**src/include/ain_pkg.sv**
```systemverilog
/*
  Shared constants and types of the eight-channel analog input scan block.
  Assumes: 25 MHz system clock, AXI4-Lite register access, 16-bit results.
*/
package ain_pkg;
  localparam int CH_COUNT = 8;
  localparam int DATA_W = 16;
  localparam int CH_W = 3;
  localparam int FIFO_DEPTH = 2;

  // word index = byte address bits [7:2]
  localparam logic [5:0] WORD_BRK = 6'h00;
  localparam logic [5:0] WORD_LIM = 6'h01;
  localparam logic [5:0] WORD_CH0 = 6'h02;
  localparam logic [5:0] WORD_SCAN_END = 6'h0A;
  localparam logic [5:0] WORD_CDM_BASE = 6'h10;

  // config data memory word indices
  localparam logic [5:0] CDM_LIM_CTRL = 6'h01;
  localparam logic [5:0] CDM_CONV_DIS = 6'h02;
  localparam logic [5:0] CDM_LIMIT_BASE = 6'h03;
  localparam logic [5:0] CDM_DATA_TYPE = 6'h13;
  localparam logic [5:0] CDM_ENG_BASE = 6'h14;
  localparam logic [5:0] CDM_END = 6'h24;
  localparam int DTYPE_LSB = 8;

  localparam logic [1:0] RESP_OKAY = 2'h0;
  localparam logic [1:0] RESP_SLVERR = 2'h2;

  // range switch code {sw1, sw2, sw3}
  localparam logic [2:0] RANGE_V0_10 = 3'h0;
  localparam logic [2:0] RANGE_V1_5 = 3'h2;
  localparam logic [2:0] RANGE_V_BIP = 3'h1;
  localparam logic [2:0] RANGE_I0_20 = 3'h4;
  localparam logic [2:0] RANGE_I4_20 = 3'h6;
  localparam logic [2:0] RANGE_I_BIP = 3'h5;

  localparam logic [15:0] SIGN_FLIP = 16'h8000;

  // slow blink half period of the activity indicator
  localparam int BLINK_HALF_MS = 500;
  localparam int CLK_KHZ = 25000;
  localparam int BLINK_HALF_CYC = BLINK_HALF_MS * CLK_KHZ;

  typedef struct packed {
    logic [CH_W-1:0] chan;
    logic [DATA_W-1:0] raw;
    logic brk;
  } sample_t;
endpackage

```
**src/include/sample_if.sv**
```systemverilog
/*
  Valid/ready carrier for one converted sample between the block's modules.
  Assumes: a single clock domain; data stands while valid waits for ready.
*/
interface sample_if;
  logic valid;
  logic ready;
  ain_pkg::sample_t data;
  modport src(output valid, output data, input ready);
  modport dst(input valid, input data, output ready);
endinterface

```
**src/core/ain_conv_seq.sv**
```systemverilog
/*
  Conversion sequencer: walks the enabled channels round robin, runs one
  conversion each and offers the result on a valid/ready port.
  Assumes: the front end answers convStart with a one-cycle convDone on clk_sys.
*/
module ain_conv_seq (
  // clock and reset
  input wire logic clk_sys,
  input wire logic srst,
  // per-channel conversion enable
  input wire logic [ain_pkg::CH_COUNT-1:0] convEnable,
  // converter front end
  output logic convStart_q,
  output logic [ain_pkg::CH_W-1:0] convChan_q,
  input wire logic convDone,
  input wire logic [ain_pkg::DATA_W-1:0] convRaw,
  input wire logic convBreak,
  // results
  sample_if.src outPort
);
  typedef enum logic [1:0] {IDLE, START, WAIT, PUSH} seq_state_t;
  seq_state_t state_q;
  logic [ain_pkg::DATA_W-1:0] raw_q;
  logic brk_q;
  logic found;
  logic [ain_pkg::CH_W-1:0] nextChan;

  // first enabled channel after the current one; disabled ones cost no time
  always_comb begin
    logic [ain_pkg::CH_W-1:0] cand;
    cand = '0;
    found = 1'b0;
    nextChan = convChan_q;
    for (int i = 1; i <= ain_pkg::CH_COUNT; i++) begin
      cand = convChan_q + ain_pkg::CH_W'(i);
      if (!found && convEnable[cand]) begin
        found = 1'b1;
        nextChan = cand;
      end
    end
  end

  assign outPort.valid = (state_q == PUSH);
  assign outPort.data = '{chan: convChan_q, raw: raw_q, brk: brk_q};

  // one conversion at a time, held until the buffer takes it
  always_ff @(posedge clk_sys) begin
    if (srst) begin
      state_q <= IDLE;
      convStart_q <= 1'b0;
      convChan_q <= '1;
      raw_q <= '0;
      brk_q <= 1'b0;
    end else begin
      convStart_q <= 1'b0;
      unique case (state_q)
        IDLE: begin
          if (found) begin
            convChan_q <= nextChan;
            state_q <= START;
          end
        end
        START: begin
          convStart_q <= 1'b1;
          state_q <= WAIT;
        end
        WAIT: begin
          if (convDone) begin
            raw_q <= convRaw;
            brk_q <= convBreak;
            state_q <= PUSH;
          end
        end
        PUSH: begin
          if (outPort.ready) begin
            state_q <= IDLE;
          end
        end
      endcase
    end
  end
endmodule // ain_conv_seq

```
**src/core/ain_sample_fifo.sv**
```systemverilog
/*
  Small flip-flop FIFO in the sample path; stalls the sequencer when full.
  Assumes: DEPTH of at least two, same clock on both sides.
*/
module ain_sample_fifo #(
  parameter int DEPTH = ain_pkg::FIFO_DEPTH,
  parameter int W = $bits(ain_pkg::sample_t)
) (
  // clock and reset
  input wire logic clk_sys,
  input wire logic srst,
  // filling and draining sides
  sample_if.dst inPort,
  sample_if.src outPort
);
  localparam int PW = $clog2(DEPTH);
  localparam logic [PW:0] FULL = (PW+1)'(DEPTH);
  localparam logic [PW-1:0] LAST = PW'(DEPTH - 1);

  logic [W-1:0] mem [DEPTH];
  logic [PW-1:0] wrPtr_q;
  logic [PW-1:0] rdPtr_q;
  logic [PW:0] count_q;
  logic push;
  logic pop;

  // honest full and empty from the fill count
  assign inPort.ready = (count_q != FULL);
  assign outPort.valid = (count_q != '0);
  assign outPort.data = mem[rdPtr_q];
  assign push = inPort.valid && inPort.ready;
  assign pop = outPort.valid && outPort.ready;

  // storage, written only on a push
  always_ff @(posedge clk_sys) begin
    if (push) begin
      mem[wrPtr_q] <= inPort.data;
    end
  end

  // pointers wrap at DEPTH, which need not be a power of two
  always_ff @(posedge clk_sys) begin
    if (srst) begin
      wrPtr_q <= '0;
      rdPtr_q <= '0;
      count_q <= '0;
    end else begin
      if (push) begin
        wrPtr_q <= (wrPtr_q == LAST) ? '0 : wrPtr_q + 1'b1;
      end
      if (pop) begin
        rdPtr_q <= (rdPtr_q == LAST) ? '0 : rdPtr_q + 1'b1;
      end
      if (push && !pop) begin
        count_q <= count_q + 1'b1;
      end else if (pop && !push) begin
        count_q <= count_q - 1'b1;
      end
    end
  end
endmodule // ain_sample_fifo

```
**src/core/ain_scan_top.sv**
```systemverilog
/*
  Readout and status logic of an eight-channel analog input module: scan
  words, config data memory, limit flags, indicators, AXI4-Lite slave.
  Assumes: front end on clk_sys gives offset-binary 16-bit results; the
  rear switches are asynchronous pins.
*/
//////////////////////////////////////////////////////////////////////////////
module ain_scan_top #(
  parameter int BLINK_CYCLES = ain_pkg::BLINK_HALF_CYC,
  parameter int CNT_W = 24
) (
  // clock and reset
  input wire logic clk_sys,
  input wire logic srst,
  // axi4-lite write
  input wire logic [7:0] awaddr,
  input wire logic awvalid,
  output logic awready,
  input wire logic [31:0] wdata,
  input wire logic [3:0] wstrb,
  input wire logic wvalid,
  output logic wready,
  output logic [1:0] bresp,
  output logic bvalid,
  input wire logic bready,
  // axi4-lite read
  input wire logic [7:0] araddr,
  input wire logic arvalid,
  output logic arready,
  output logic [31:0] rdata,
  output logic [1:0] rresp,
  output logic rvalid,
  input wire logic rready,
  // converter front end
  output logic convStart,
  output logic [ain_pkg::CH_W-1:0] convChan,
  input wire logic convDone,
  input wire logic [ain_pkg::DATA_W-1:0] convRaw,
  input wire logic convBreak,
  // rear switches
  input wire logic [2:0] rangeSwitch,
  input wire logic formatSelectSwitch,
  // indicators
  output logic [ain_pkg::CH_COUNT-1:0] channelIndicators,
  output logic activityIndicator
);
  localparam int CH = ain_pkg::CH_COUNT;
  localparam int DW = ain_pkg::DATA_W;
  localparam logic [CNT_W-1:0] BLINK_LAST = CNT_W'(BLINK_CYCLES - 1);

  //////////////////////////////////////////////////////////////////////////
  // rear switch synchronisers
  logic [3:0] sw1_q;
  logic [3:0] sw2_q;
  logic [3:0] sw3_q;
  logic [3:0] swStable_q;
  logic [2:0] rangeCode;
  logic fmtSigned;
  logic rangeOk;
  logic lbAllowed;

  // a change counts only once the second and third stage agree
  always_ff @(posedge clk_sys) begin
    if (srst) begin
      sw1_q <= '0;
      sw2_q <= '0;
      sw3_q <= '0;
      swStable_q <= '0;
    end else begin
      sw1_q <= {rangeSwitch, formatSelectSwitch};
      sw2_q <= sw1_q;
      sw3_q <= sw2_q;
      if (sw2_q == sw3_q) begin
        swStable_q <= sw3_q;
      end
    end
  end

  // one range and one format for every channel
  assign rangeCode = swStable_q[3:1];
  assign fmtSigned = swStable_q[0];
  assign lbAllowed = (rangeCode == ain_pkg::RANGE_V1_5) ||
                     (rangeCode == ain_pkg::RANGE_I4_20);
  assign rangeOk = lbAllowed || (rangeCode == ain_pkg::RANGE_V0_10) ||
                   (rangeCode == ain_pkg::RANGE_V_BIP) ||
                   (rangeCode == ain_pkg::RANGE_I0_20) ||
                   (rangeCode == ain_pkg::RANGE_I_BIP);

  //////////////////////////////////////////////////////////////////////////
  // axi4-lite write channel
  logic awHeld_q;
  logic wHeld_q;
  logic awHeldD;
  logic wHeldD;
  logic [5:0] wrWord_q;
  logic [31:0] wrData_q;
  logic [3:0] wrStrb_q;
  logic doWrite;
  logic wrScan;
  logic wrCdm;
  logic [5:0] wrIdx;

  // address and data are taken in either order, the write once both stand
  assign doWrite = awHeld_q && wHeld_q && !bvalid;
  assign awHeldD = (awHeld_q && !doWrite) || (awvalid && awready);
  assign wHeldD = (wHeld_q && !doWrite) || (wvalid && wready);
  assign wrIdx = wrWord_q - ain_pkg::WORD_CDM_BASE;
  assign wrScan = (wrWord_q < ain_pkg::WORD_SCAN_END);
  assign wrCdm = (wrWord_q >= ain_pkg::WORD_CDM_BASE) &&
                 (wrIdx < ain_pkg::CDM_END);

  always_ff @(posedge clk_sys) begin
    if (srst) begin
      awHeld_q <= 1'b0;
      wHeld_q <= 1'b0;
      awready <= 1'b0;
      wready <= 1'b0;
      wrWord_q <= '0;
      wrData_q <= '0;
      wrStrb_q <= '0;
    end else begin
      awHeld_q <= awHeldD;
      wHeld_q <= wHeldD;
      awready <= !awHeldD;
      wready <= !wHeldD;
      if (awvalid && awready) begin
        wrWord_q <= awaddr[7:2];
      end
      if (wvalid && wready) begin
        wrData_q <= wdata;
        wrStrb_q <= wstrb;
      end
    end
  end

  // scan words are read only; unmapped words outside the config data memory also answer slverr
  always_ff @(posedge clk_sys) begin
    if (srst) begin
      bvalid <= 1'b0;
      bresp <= ain_pkg::RESP_OKAY;
    end else if (doWrite) begin
      bvalid <= 1'b1;
      bresp <= (wrCdm && !wrScan) ? ain_pkg::RESP_OKAY
                                  : ain_pkg::RESP_SLVERR;
    end else if (bready) begin
      bvalid <= 1'b0;
    end
  end

  //////////////////////////////////////////////////////////////////////////
  // config data memory
  logic [15:0] limCtrl_q;
  logic [CH-1:0] convDis_q;
  logic [CH-1:0] dataType_q;
  logic [DW-1:0] lowLim_q [CH];
  logic [DW-1:0] highLim_q [CH];
  logic [DW-1:0] engMin_q [CH];
  logic [DW-1:0] engMax_q [CH];
  logic [5:0] limOff;
  logic [5:0] engOff;

  assign limOff = wrIdx - ain_pkg::CDM_LIMIT_BASE;
  assign engOff = wrIdx - ain_pkg::CDM_ENG_BASE;

  // byte strobes apply to the low half word
  function automatic logic [15:0] merge(input logic [15:0] old,
                                        input logic [31:0] d,
                                        input logic [3:0] s);
    logic [15:0] r;
    r = old;
    if (s[0]) begin
      r[7:0] = d[7:0];
    end
    if (s[1]) begin
      r[15:8] = d[15:8];
    end
    return r;
  endfunction

  // defaults: all converting, no limit checks, raw data
  always_ff @(posedge clk_sys) begin
    if (srst) begin
      limCtrl_q <= '0;
      convDis_q <= '0;
      dataType_q <= '0;
      for (int i = 0; i < CH; i++) begin
        lowLim_q[i] <= '0;
        highLim_q[i] <= '0;
        engMin_q[i] <= '0;
        engMax_q[i] <= '0;
      end
    end else if (doWrite && wrCdm) begin
      if (wrIdx == ain_pkg::CDM_LIM_CTRL) begin
        limCtrl_q <= merge(limCtrl_q, wrData_q, wrStrb_q);
      end else if (wrIdx == ain_pkg::CDM_CONV_DIS) begin
        if (wrStrb_q[0]) begin
          convDis_q <= wrData_q[CH-1:0];
        end
      end else if (wrIdx == ain_pkg::CDM_DATA_TYPE) begin
        if (wrStrb_q[1]) begin
          dataType_q <= wrData_q[ain_pkg::DTYPE_LSB +: CH];
        end
      end else if (wrIdx >= ain_pkg::CDM_ENG_BASE) begin
        if (engOff[0]) begin
          engMax_q[engOff[3:1]] <= merge(engMax_q[engOff[3:1]], wrData_q,
                                         wrStrb_q);
        end else begin
          engMin_q[engOff[3:1]] <= merge(engMin_q[engOff[3:1]], wrData_q,
                                         wrStrb_q);
        end
      end else if (wrIdx >= ain_pkg::CDM_LIMIT_BASE) begin
        if (limOff[0]) begin
          highLim_q[limOff[3:1]] <= merge(highLim_q[limOff[3:1]], wrData_q,
                                          wrStrb_q);
        end else begin
          lowLim_q[limOff[3:1]] <= merge(lowLim_q[limOff[3:1]], wrData_q,
                                         wrStrb_q);
        end
      end
    end
  end

  //////////////////////////////////////////////////////////////////////////
  // sequencer and sample buffer
  sample_if seqLink ();
  sample_if bufLink ();

  ain_conv_seq u_seq (
    .clk_sys(clk_sys),
    .srst(srst),
    .convEnable(~convDis_q),
    .convStart_q(convStart),
    .convChan_q(convChan),
    .convDone(convDone),
    .convRaw(convRaw),
    .convBreak(convBreak),
    .outPort(seqLink)
  );

  ain_sample_fifo u_fifo (
    .clk_sys(clk_sys),
    .srst(srst),
    .inPort(seqLink),
    .outPort(bufLink)
  );

  //////////////////////////////////////////////////////////////////////////
  // sample formatting, scaling and limit test
  logic [DW-1:0] chVal_q [CH];
  logic [CH-1:0] brkFlag_q;
  logic [CH-1:0] lowFlag_q;
  logic [CH-1:0] highFlag_q;
  logic pop;
  logic [ain_pkg::CH_W-1:0] sCh;
  logic [DW-1:0] rawFmt;
  logic signed [16:0] span;
  logic signed [33:0] prod;
  logic [DW-1:0] scaled;
  logic [DW-1:0] value;
  logic signedCmp;
  logic lowHit;
  logic highHit;

  // a config write stalls the drain, so no sample is taken in the cycle a config word is written
  assign bufLink.ready = !doWrite;
  assign pop = bufLink.valid && bufLink.ready;
  assign sCh = bufLink.data.chan;

  always_comb begin
    // front end delivers offset binary; flip msb for two's complement
    rawFmt = fmtSigned ? (bufLink.data.raw ^ ain_pkg::SIGN_FLIP)
                       : bufLink.data.raw;
    span = $signed({engMax_q[sCh][DW-1], engMax_q[sCh]}) -
           $signed({engMin_q[sCh][DW-1], engMin_q[sCh]});
    prod = span * $signed({1'b0, bufLink.data.raw});
    scaled = engMin_q[sCh] + prod[31:16];
    value = dataType_q[sCh] ? scaled : rawFmt;
    signedCmp = dataType_q[sCh] || fmtSigned;
    if (signedCmp) begin
      lowHit = $signed(value) <= $signed(lowLim_q[sCh]);
      highHit = $signed(value) >= $signed(highLim_q[sCh]);
    end else begin
      lowHit = value <= lowLim_q[sCh];
      highHit = value >= highLim_q[sCh];
    end
  end

  // only converted channels update; the rest keep their last value
  always_ff @(posedge clk_sys) begin
    if (srst) begin
      brkFlag_q <= '0;
      lowFlag_q <= '0;
      highFlag_q <= '0;
      for (int i = 0; i < CH; i++) begin
        chVal_q[i] <= '0;
      end
    end else if (pop) begin
      chVal_q[sCh] <= value;
      brkFlag_q[sCh] <= bufLink.data.brk;
      lowFlag_q[sCh] <= lowHit;
      highFlag_q[sCh] <= highHit;
    end
  end

  //////////////////////////////////////////////////////////////////////////
  // per-channel status gating and configuration checks
  logic [CH-1:0] lowEn;
  logic [CH-1:0] highEn;
  logic [CH-1:0] brkShown;
  logic [CH-1:0] lowShown;
  logic [CH-1:0] highShown;
  logic [CH-1:0] engBad;

  for (genvar g = 0; g < CH; g++) begin : g_chan
    assign lowEn[g] = limCtrl_q[2*g];
    assign highEn[g] = limCtrl_q[2*g+1];
    assign brkShown[g] = brkFlag_q[g] && lbAllowed;
    assign lowShown[g] = lowFlag_q[g] && lowEn[g];
    assign highShown[g] = highFlag_q[g] && highEn[g];
    // a scaled channel with an empty or inverted span cannot be scaled
    assign engBad[g] = dataType_q[g] &&
                       ($signed(engMin_q[g]) >= $signed(engMax_q[g]));
  end

  //////////////////////////////////////////////////////////////////////////
  // axi4-lite read channel
  logic [5:0] arWord;
  logic [5:0] rdIdx;
  logic [5:0] rdOff;
  logic [15:0] rdWord;
  logic rdErr;
  logic rvalidD;

  assign arWord = araddr[7:2];
  assign rdIdx = arWord - ain_pkg::WORD_CDM_BASE;
  assign rvalidD = (arvalid && arready) || (rvalid && !rready);

  // two status words, then the eight channel words
  always_comb begin
    rdWord = '0;
    rdErr = 1'b0;
    rdOff = '0;
    if (arWord == ain_pkg::WORD_BRK) begin
      rdWord = {8'h00, brkShown};
    end else if (arWord == ain_pkg::WORD_LIM) begin
      rdWord = {highShown, lowShown};
    end else if (arWord < ain_pkg::WORD_SCAN_END) begin
      rdOff = arWord - ain_pkg::WORD_CH0;
      rdWord = chVal_q[rdOff[2:0]];
    end else if (arWord >= ain_pkg::WORD_CDM_BASE &&
                 rdIdx < ain_pkg::CDM_END) begin
      if (rdIdx == ain_pkg::CDM_LIM_CTRL) begin
        rdWord = limCtrl_q;
      end else if (rdIdx == ain_pkg::CDM_CONV_DIS) begin
        rdWord = {8'h00, convDis_q};
      end else if (rdIdx == ain_pkg::CDM_DATA_TYPE) begin
        rdWord = {dataType_q, 8'h00};
      end else if (rdIdx >= ain_pkg::CDM_ENG_BASE) begin
        rdOff = rdIdx - ain_pkg::CDM_ENG_BASE;
        rdWord = rdOff[0] ? engMax_q[rdOff[3:1]] : engMin_q[rdOff[3:1]];
      end else if (rdIdx >= ain_pkg::CDM_LIMIT_BASE) begin
        rdOff = rdIdx - ain_pkg::CDM_LIMIT_BASE;
        rdWord = rdOff[0] ? highLim_q[rdOff[3:1]] : lowLim_q[rdOff[3:1]];
      end
    end else begin
      rdErr = 1'b1;
    end
  end

  always_ff @(posedge clk_sys) begin
    if (srst) begin
      arready <= 1'b0;
      rvalid <= 1'b0;
      rdata <= '0;
      rresp <= ain_pkg::RESP_OKAY;
    end else begin
      arready <= !rvalidD;
      rvalid <= rvalidD;
      if (arvalid && arready) begin
        rdata <= {16'h0000, rdWord};
        rresp <= rdErr ? ain_pkg::RESP_SLVERR : ain_pkg::RESP_OKAY;
      end
    end
  end

  //////////////////////////////////////////////////////////////////////////
  // indicators
  logic cfgErr_q;
  logic [CNT_W-1:0] blinkCnt_q;
  logic blink_q;

  // limit indicators follow the enabled, reached flags
  always_ff @(posedge clk_sys) begin
    if (srst) begin
      channelIndicators <= '0;
    end else begin
      channelIndicators <= lowShown | highShown;
    end
  end

  // an illegal switch code or a bad scaling span is a config error
  always_ff @(posedge clk_sys) begin
    if (srst) begin
      cfgErr_q <= 1'b0;
    end else begin
      cfgErr_q <= !rangeOk || (|engBad);
    end
  end

  // free-running slow blink; only shown while the error stands
  always_ff @(posedge clk_sys) begin
    if (srst) begin
      blinkCnt_q <= '0;
      blink_q <= 1'b0;
    end else if (blinkCnt_q == BLINK_LAST) begin
      blinkCnt_q <= '0;
      blink_q <= !blink_q;
    end else begin
      blinkCnt_q <= blinkCnt_q + 1'b1;
    end
  end

  // steady on in normal operation
  always_ff @(posedge clk_sys) begin
    if (srst) begin
      activityIndicator <= 1'b0;
    end else begin
      activityIndicator <= cfgErr_q ? blink_q : 1'b1;
    end
  end
endmodule // ain_scan_top

```
**config.mk**
```make
export PLATFORM = sky130hd
export DESIGN_NAME = ain_scan_top
export DESIGN_NICKNAME = d
export VERILOG_FILES = /design/src/include/ain_pkg.sv /design/src/include/sample_if.sv /design/src/core/ain_conv_seq.sv /design/src/core/ain_sample_fifo.sv /design/src/core/ain_scan_top.sv
export SDC_FILE = /design/constraint.sdc
export NUM_CORES = 2
export LEC_CHECK = 0
export ABC_AREA = 1
export ABC_CLOCK_PERIOD_IN_PS = 27200
export BUFFER_PORTS_ARGS = -buffer_cell sky130_fd_sc_hd__buf_4
export CORE_MARGIN = 3
export CORE_UTILIZATION = 40
export CTS_CLUSTER_SIZE = 20
export DETAILED_ROUTE_END_ITERATION = 10
export PLACE_DENSITY = 0.62
export SYNTH_ARGS = -nofsm -noshare
export SYNTH_HDL_FRONTEND = slang
export SYNTH_SLANG_ARGS = --single-unit
```
**constraint.sdc**
```tcl
create_clock -name clk_sys -period 27.2 [get_ports clk_sys]
set_input_delay 6.8 -clock clk_sys [delete_from_list [all_inputs] [get_ports clk_sys]]
set_output_delay 6.8 -clock clk_sys [all_outputs]
set_load 0.01 [all_outputs]
```
==> results_dict.tcl <==
set metrics [dict create \
    post_cts_buffers 0 \
    worstPathMaxFanout 31 \
    crit_path_max_incr_delay_ps 660 \
    post-dp-hpwl_um 143400 \
    grt_pass1_wl_um 294500 \
    dr.pass1.iters 6 \
    criticalPathCategory "reg -> reg" \
    drcViolationCount 0 \
    start_kind "register" \
    layout_commonest_cell "nor2_1" \
    vias_per_cell 5.635 \
    worstMarginPinSlew_ps 1190 \
    numCtsBuffers 92 \
    post_drt_wl_per_cell_um 23.09 \
    path_clk_slew_ps 70 \
    ant_nets 0 \
    hold_buffers 0 \
    final.min_clock_period_ps 15540 \
    drv_slew 0 \
    cp_common_cell "nand2_1" \
    syn2layout_area_growth_pct 9.942 \
    overflow 0 \
    yosysWarnings 0 \
    port_buffers 94 \
    clockBufferDepth 3 \
    clockRootBuffer "clkbuf_16" \
    chipHeight_um 384.6 \
    relSlewSlack_pct 20.39 \
    grt_setup_unrepaired "false" \
    status "complete, no violations" \
    totalWireLength_um 200100 \
    cts_tree "built" \
    finalClockSkew_ps 33.71 \
    drt_iter0_drc 5649 \
    fp.dieW_um 384.6 \
    ys_async_sr_fraction_pct 0 \
    seqCellArea_sq_um 24080 \
    initial_core_util_pct 40.40 \
    synthCells 6730 \
    fin_tns_setup_ps 0 \
    ios 135 \
    synth_area_sq_um 57340 \
    antenna_found_initial 6 \
    nets 7344 \
    syn_avg_cell_area_sq_um 8.520 \
    grt_max_degree 92 \
    synth_edf_count 680 \
    ys_ff_latch 863 \
    period_share_pct 57.14 \
    multi_input_area_sq_um 28730 \
    num_vias 48830 \
    fp.dieArea_sq_um 147900 \
    drive_gt1_share_pct 7.810 \
    synth_top_flop_cell "edfxtp_1" \
    h-tree-depth 3 \
    hold_viol 0 \
    final_cell_mix "nor2_1 (1235), nand2_1 (969), inv_1 (805)" \
    design.core.area_sq_um 141900 \
    ys_types 70 \
    track_usage_pct 26.57 \
    place.gp.congestion 0.9642 \
    hp-class "reg -> reg" \
    grt_pass1_vias 47350 \
    clock_latency_ps 710 \
    fmax_mhz 64.34 \
    yosysSeqAreaShare_pct 42.00 \
    clkSinkCount 863 \
    worstSetupEndpointType "register" \
    cts_resized 0 \
    required_ps 27800 \
    cp_slowest_cell "inv_1" \
    setup_violations 0 \
    maxCapViolCount 0 \
    rows 138 \
    crit_arrival_ps 16140 \
    fill_cells 13840 \
]
==> worst paths after layout <==
check,cells past startpoint,slack [ps],endpoint,from
min reg2reg,2,410,sw2_q[3],sw1_q[3]
min,2,410,sw2_q[3],sw1_q[3]
max,73,11660,lowFlag_q[6],register
max reg2reg,73,11660,lowFlag_q[6],register
==> stage by stage <==
stage                     cell area, sq um  hold slack, ps  worst slack, ps  utilization (%)  std cells
after floorplan                      57400           388.3            15930                -       6747
after global placement               59870           404.1            11970            42.18       8490
final                                63040           408.6            11660            44.42       8666
after CTS                            63030           414.4            11770            44.41       8663
after global routing                 63040           437.4            10830            44.41       8664
after detailed placement             59870           405.9            11810            42.18       8490
==> synthesized netlist by cell type, drive strengths merged (72+ instances only) <==
cell type | count | area share (%)
edfxtp | 680 | 36
inv | 821 | 5.4
a21oi | 430 | 3.8
nand2 | 1044 | 7.2
dfxtp | 183 | 6.4
clkbuf | 251 | 1.6
o21ai | 448 | 4.0
nor2 | 1248 | 8.3
nor3 | 72 | 0.71
o22ai | 171 | 1.9
nand3 | 299 | 2.8
ha | 302 | 6.6
buf | 92 | 0.94
fa | 267 | 9.3
==> metal layers <==
metal,GRT usage [%],wire length (um)
met5,0,26
met3,5.383,20730
met1,33.50,75690
met2,43.03,91950
met4,13.96,11750
==> worst max-delay path, delay by kind of cell, from the launching register on <==
family	cells	cell delay, ps
and+or+nand+nor	33	4330
xor gates and xnor gates	2	480
DFF	1	430
AOI/OAI and AO/OA	11	2280
adders and majority gates	10	4340
buffers and inverters	17	3480
==> registers in the layout (all words and copies together) (netlist names), 24 cells and up, named ones only <==
| register | count |
|---|---|
| chVal_q | 128 |
| lowLim_q | 128 |
| engMin_q | 128 |
| u_fifo.mem | 40 |
| highLim_q | 128 |
| blinkCnt_q | 24 |
| engMax_q | 128 |
==> logic make-up after synthesis <==
kind of cell / Yosys count / share of synthesized area [%]
AND/OR/NAND/NOR: 2779 / 20.33
AO/OA/AOI/OAI: 1255 / 12.49
buffers and inverters: 1196 / 8.176
flip-flops: 863 / 42.00
adder cells (fa/ha/maj): 569 / 15.91
XOR/XNOR: 59 / 0.9252
multiplexers: 8 / 0.1680
other: 1 / 0.006540
==> area by class of cell <==
type / instances / area share [%]
timing repair buffer: 196 / 2.340
antenna: 3 / 0.01191
clock inverter: 51 / 0.9209
clock buffer: 122 / 4.097
inverter: 853 / 5.097
multi-input combinational: 4688 / 45.58
sequential: 863 / 38.20
tap: 1890 / 3.751
Power is not shown: default switching activity piles up to over one toggle a cycle in this logic, so the estimate is an artifact.
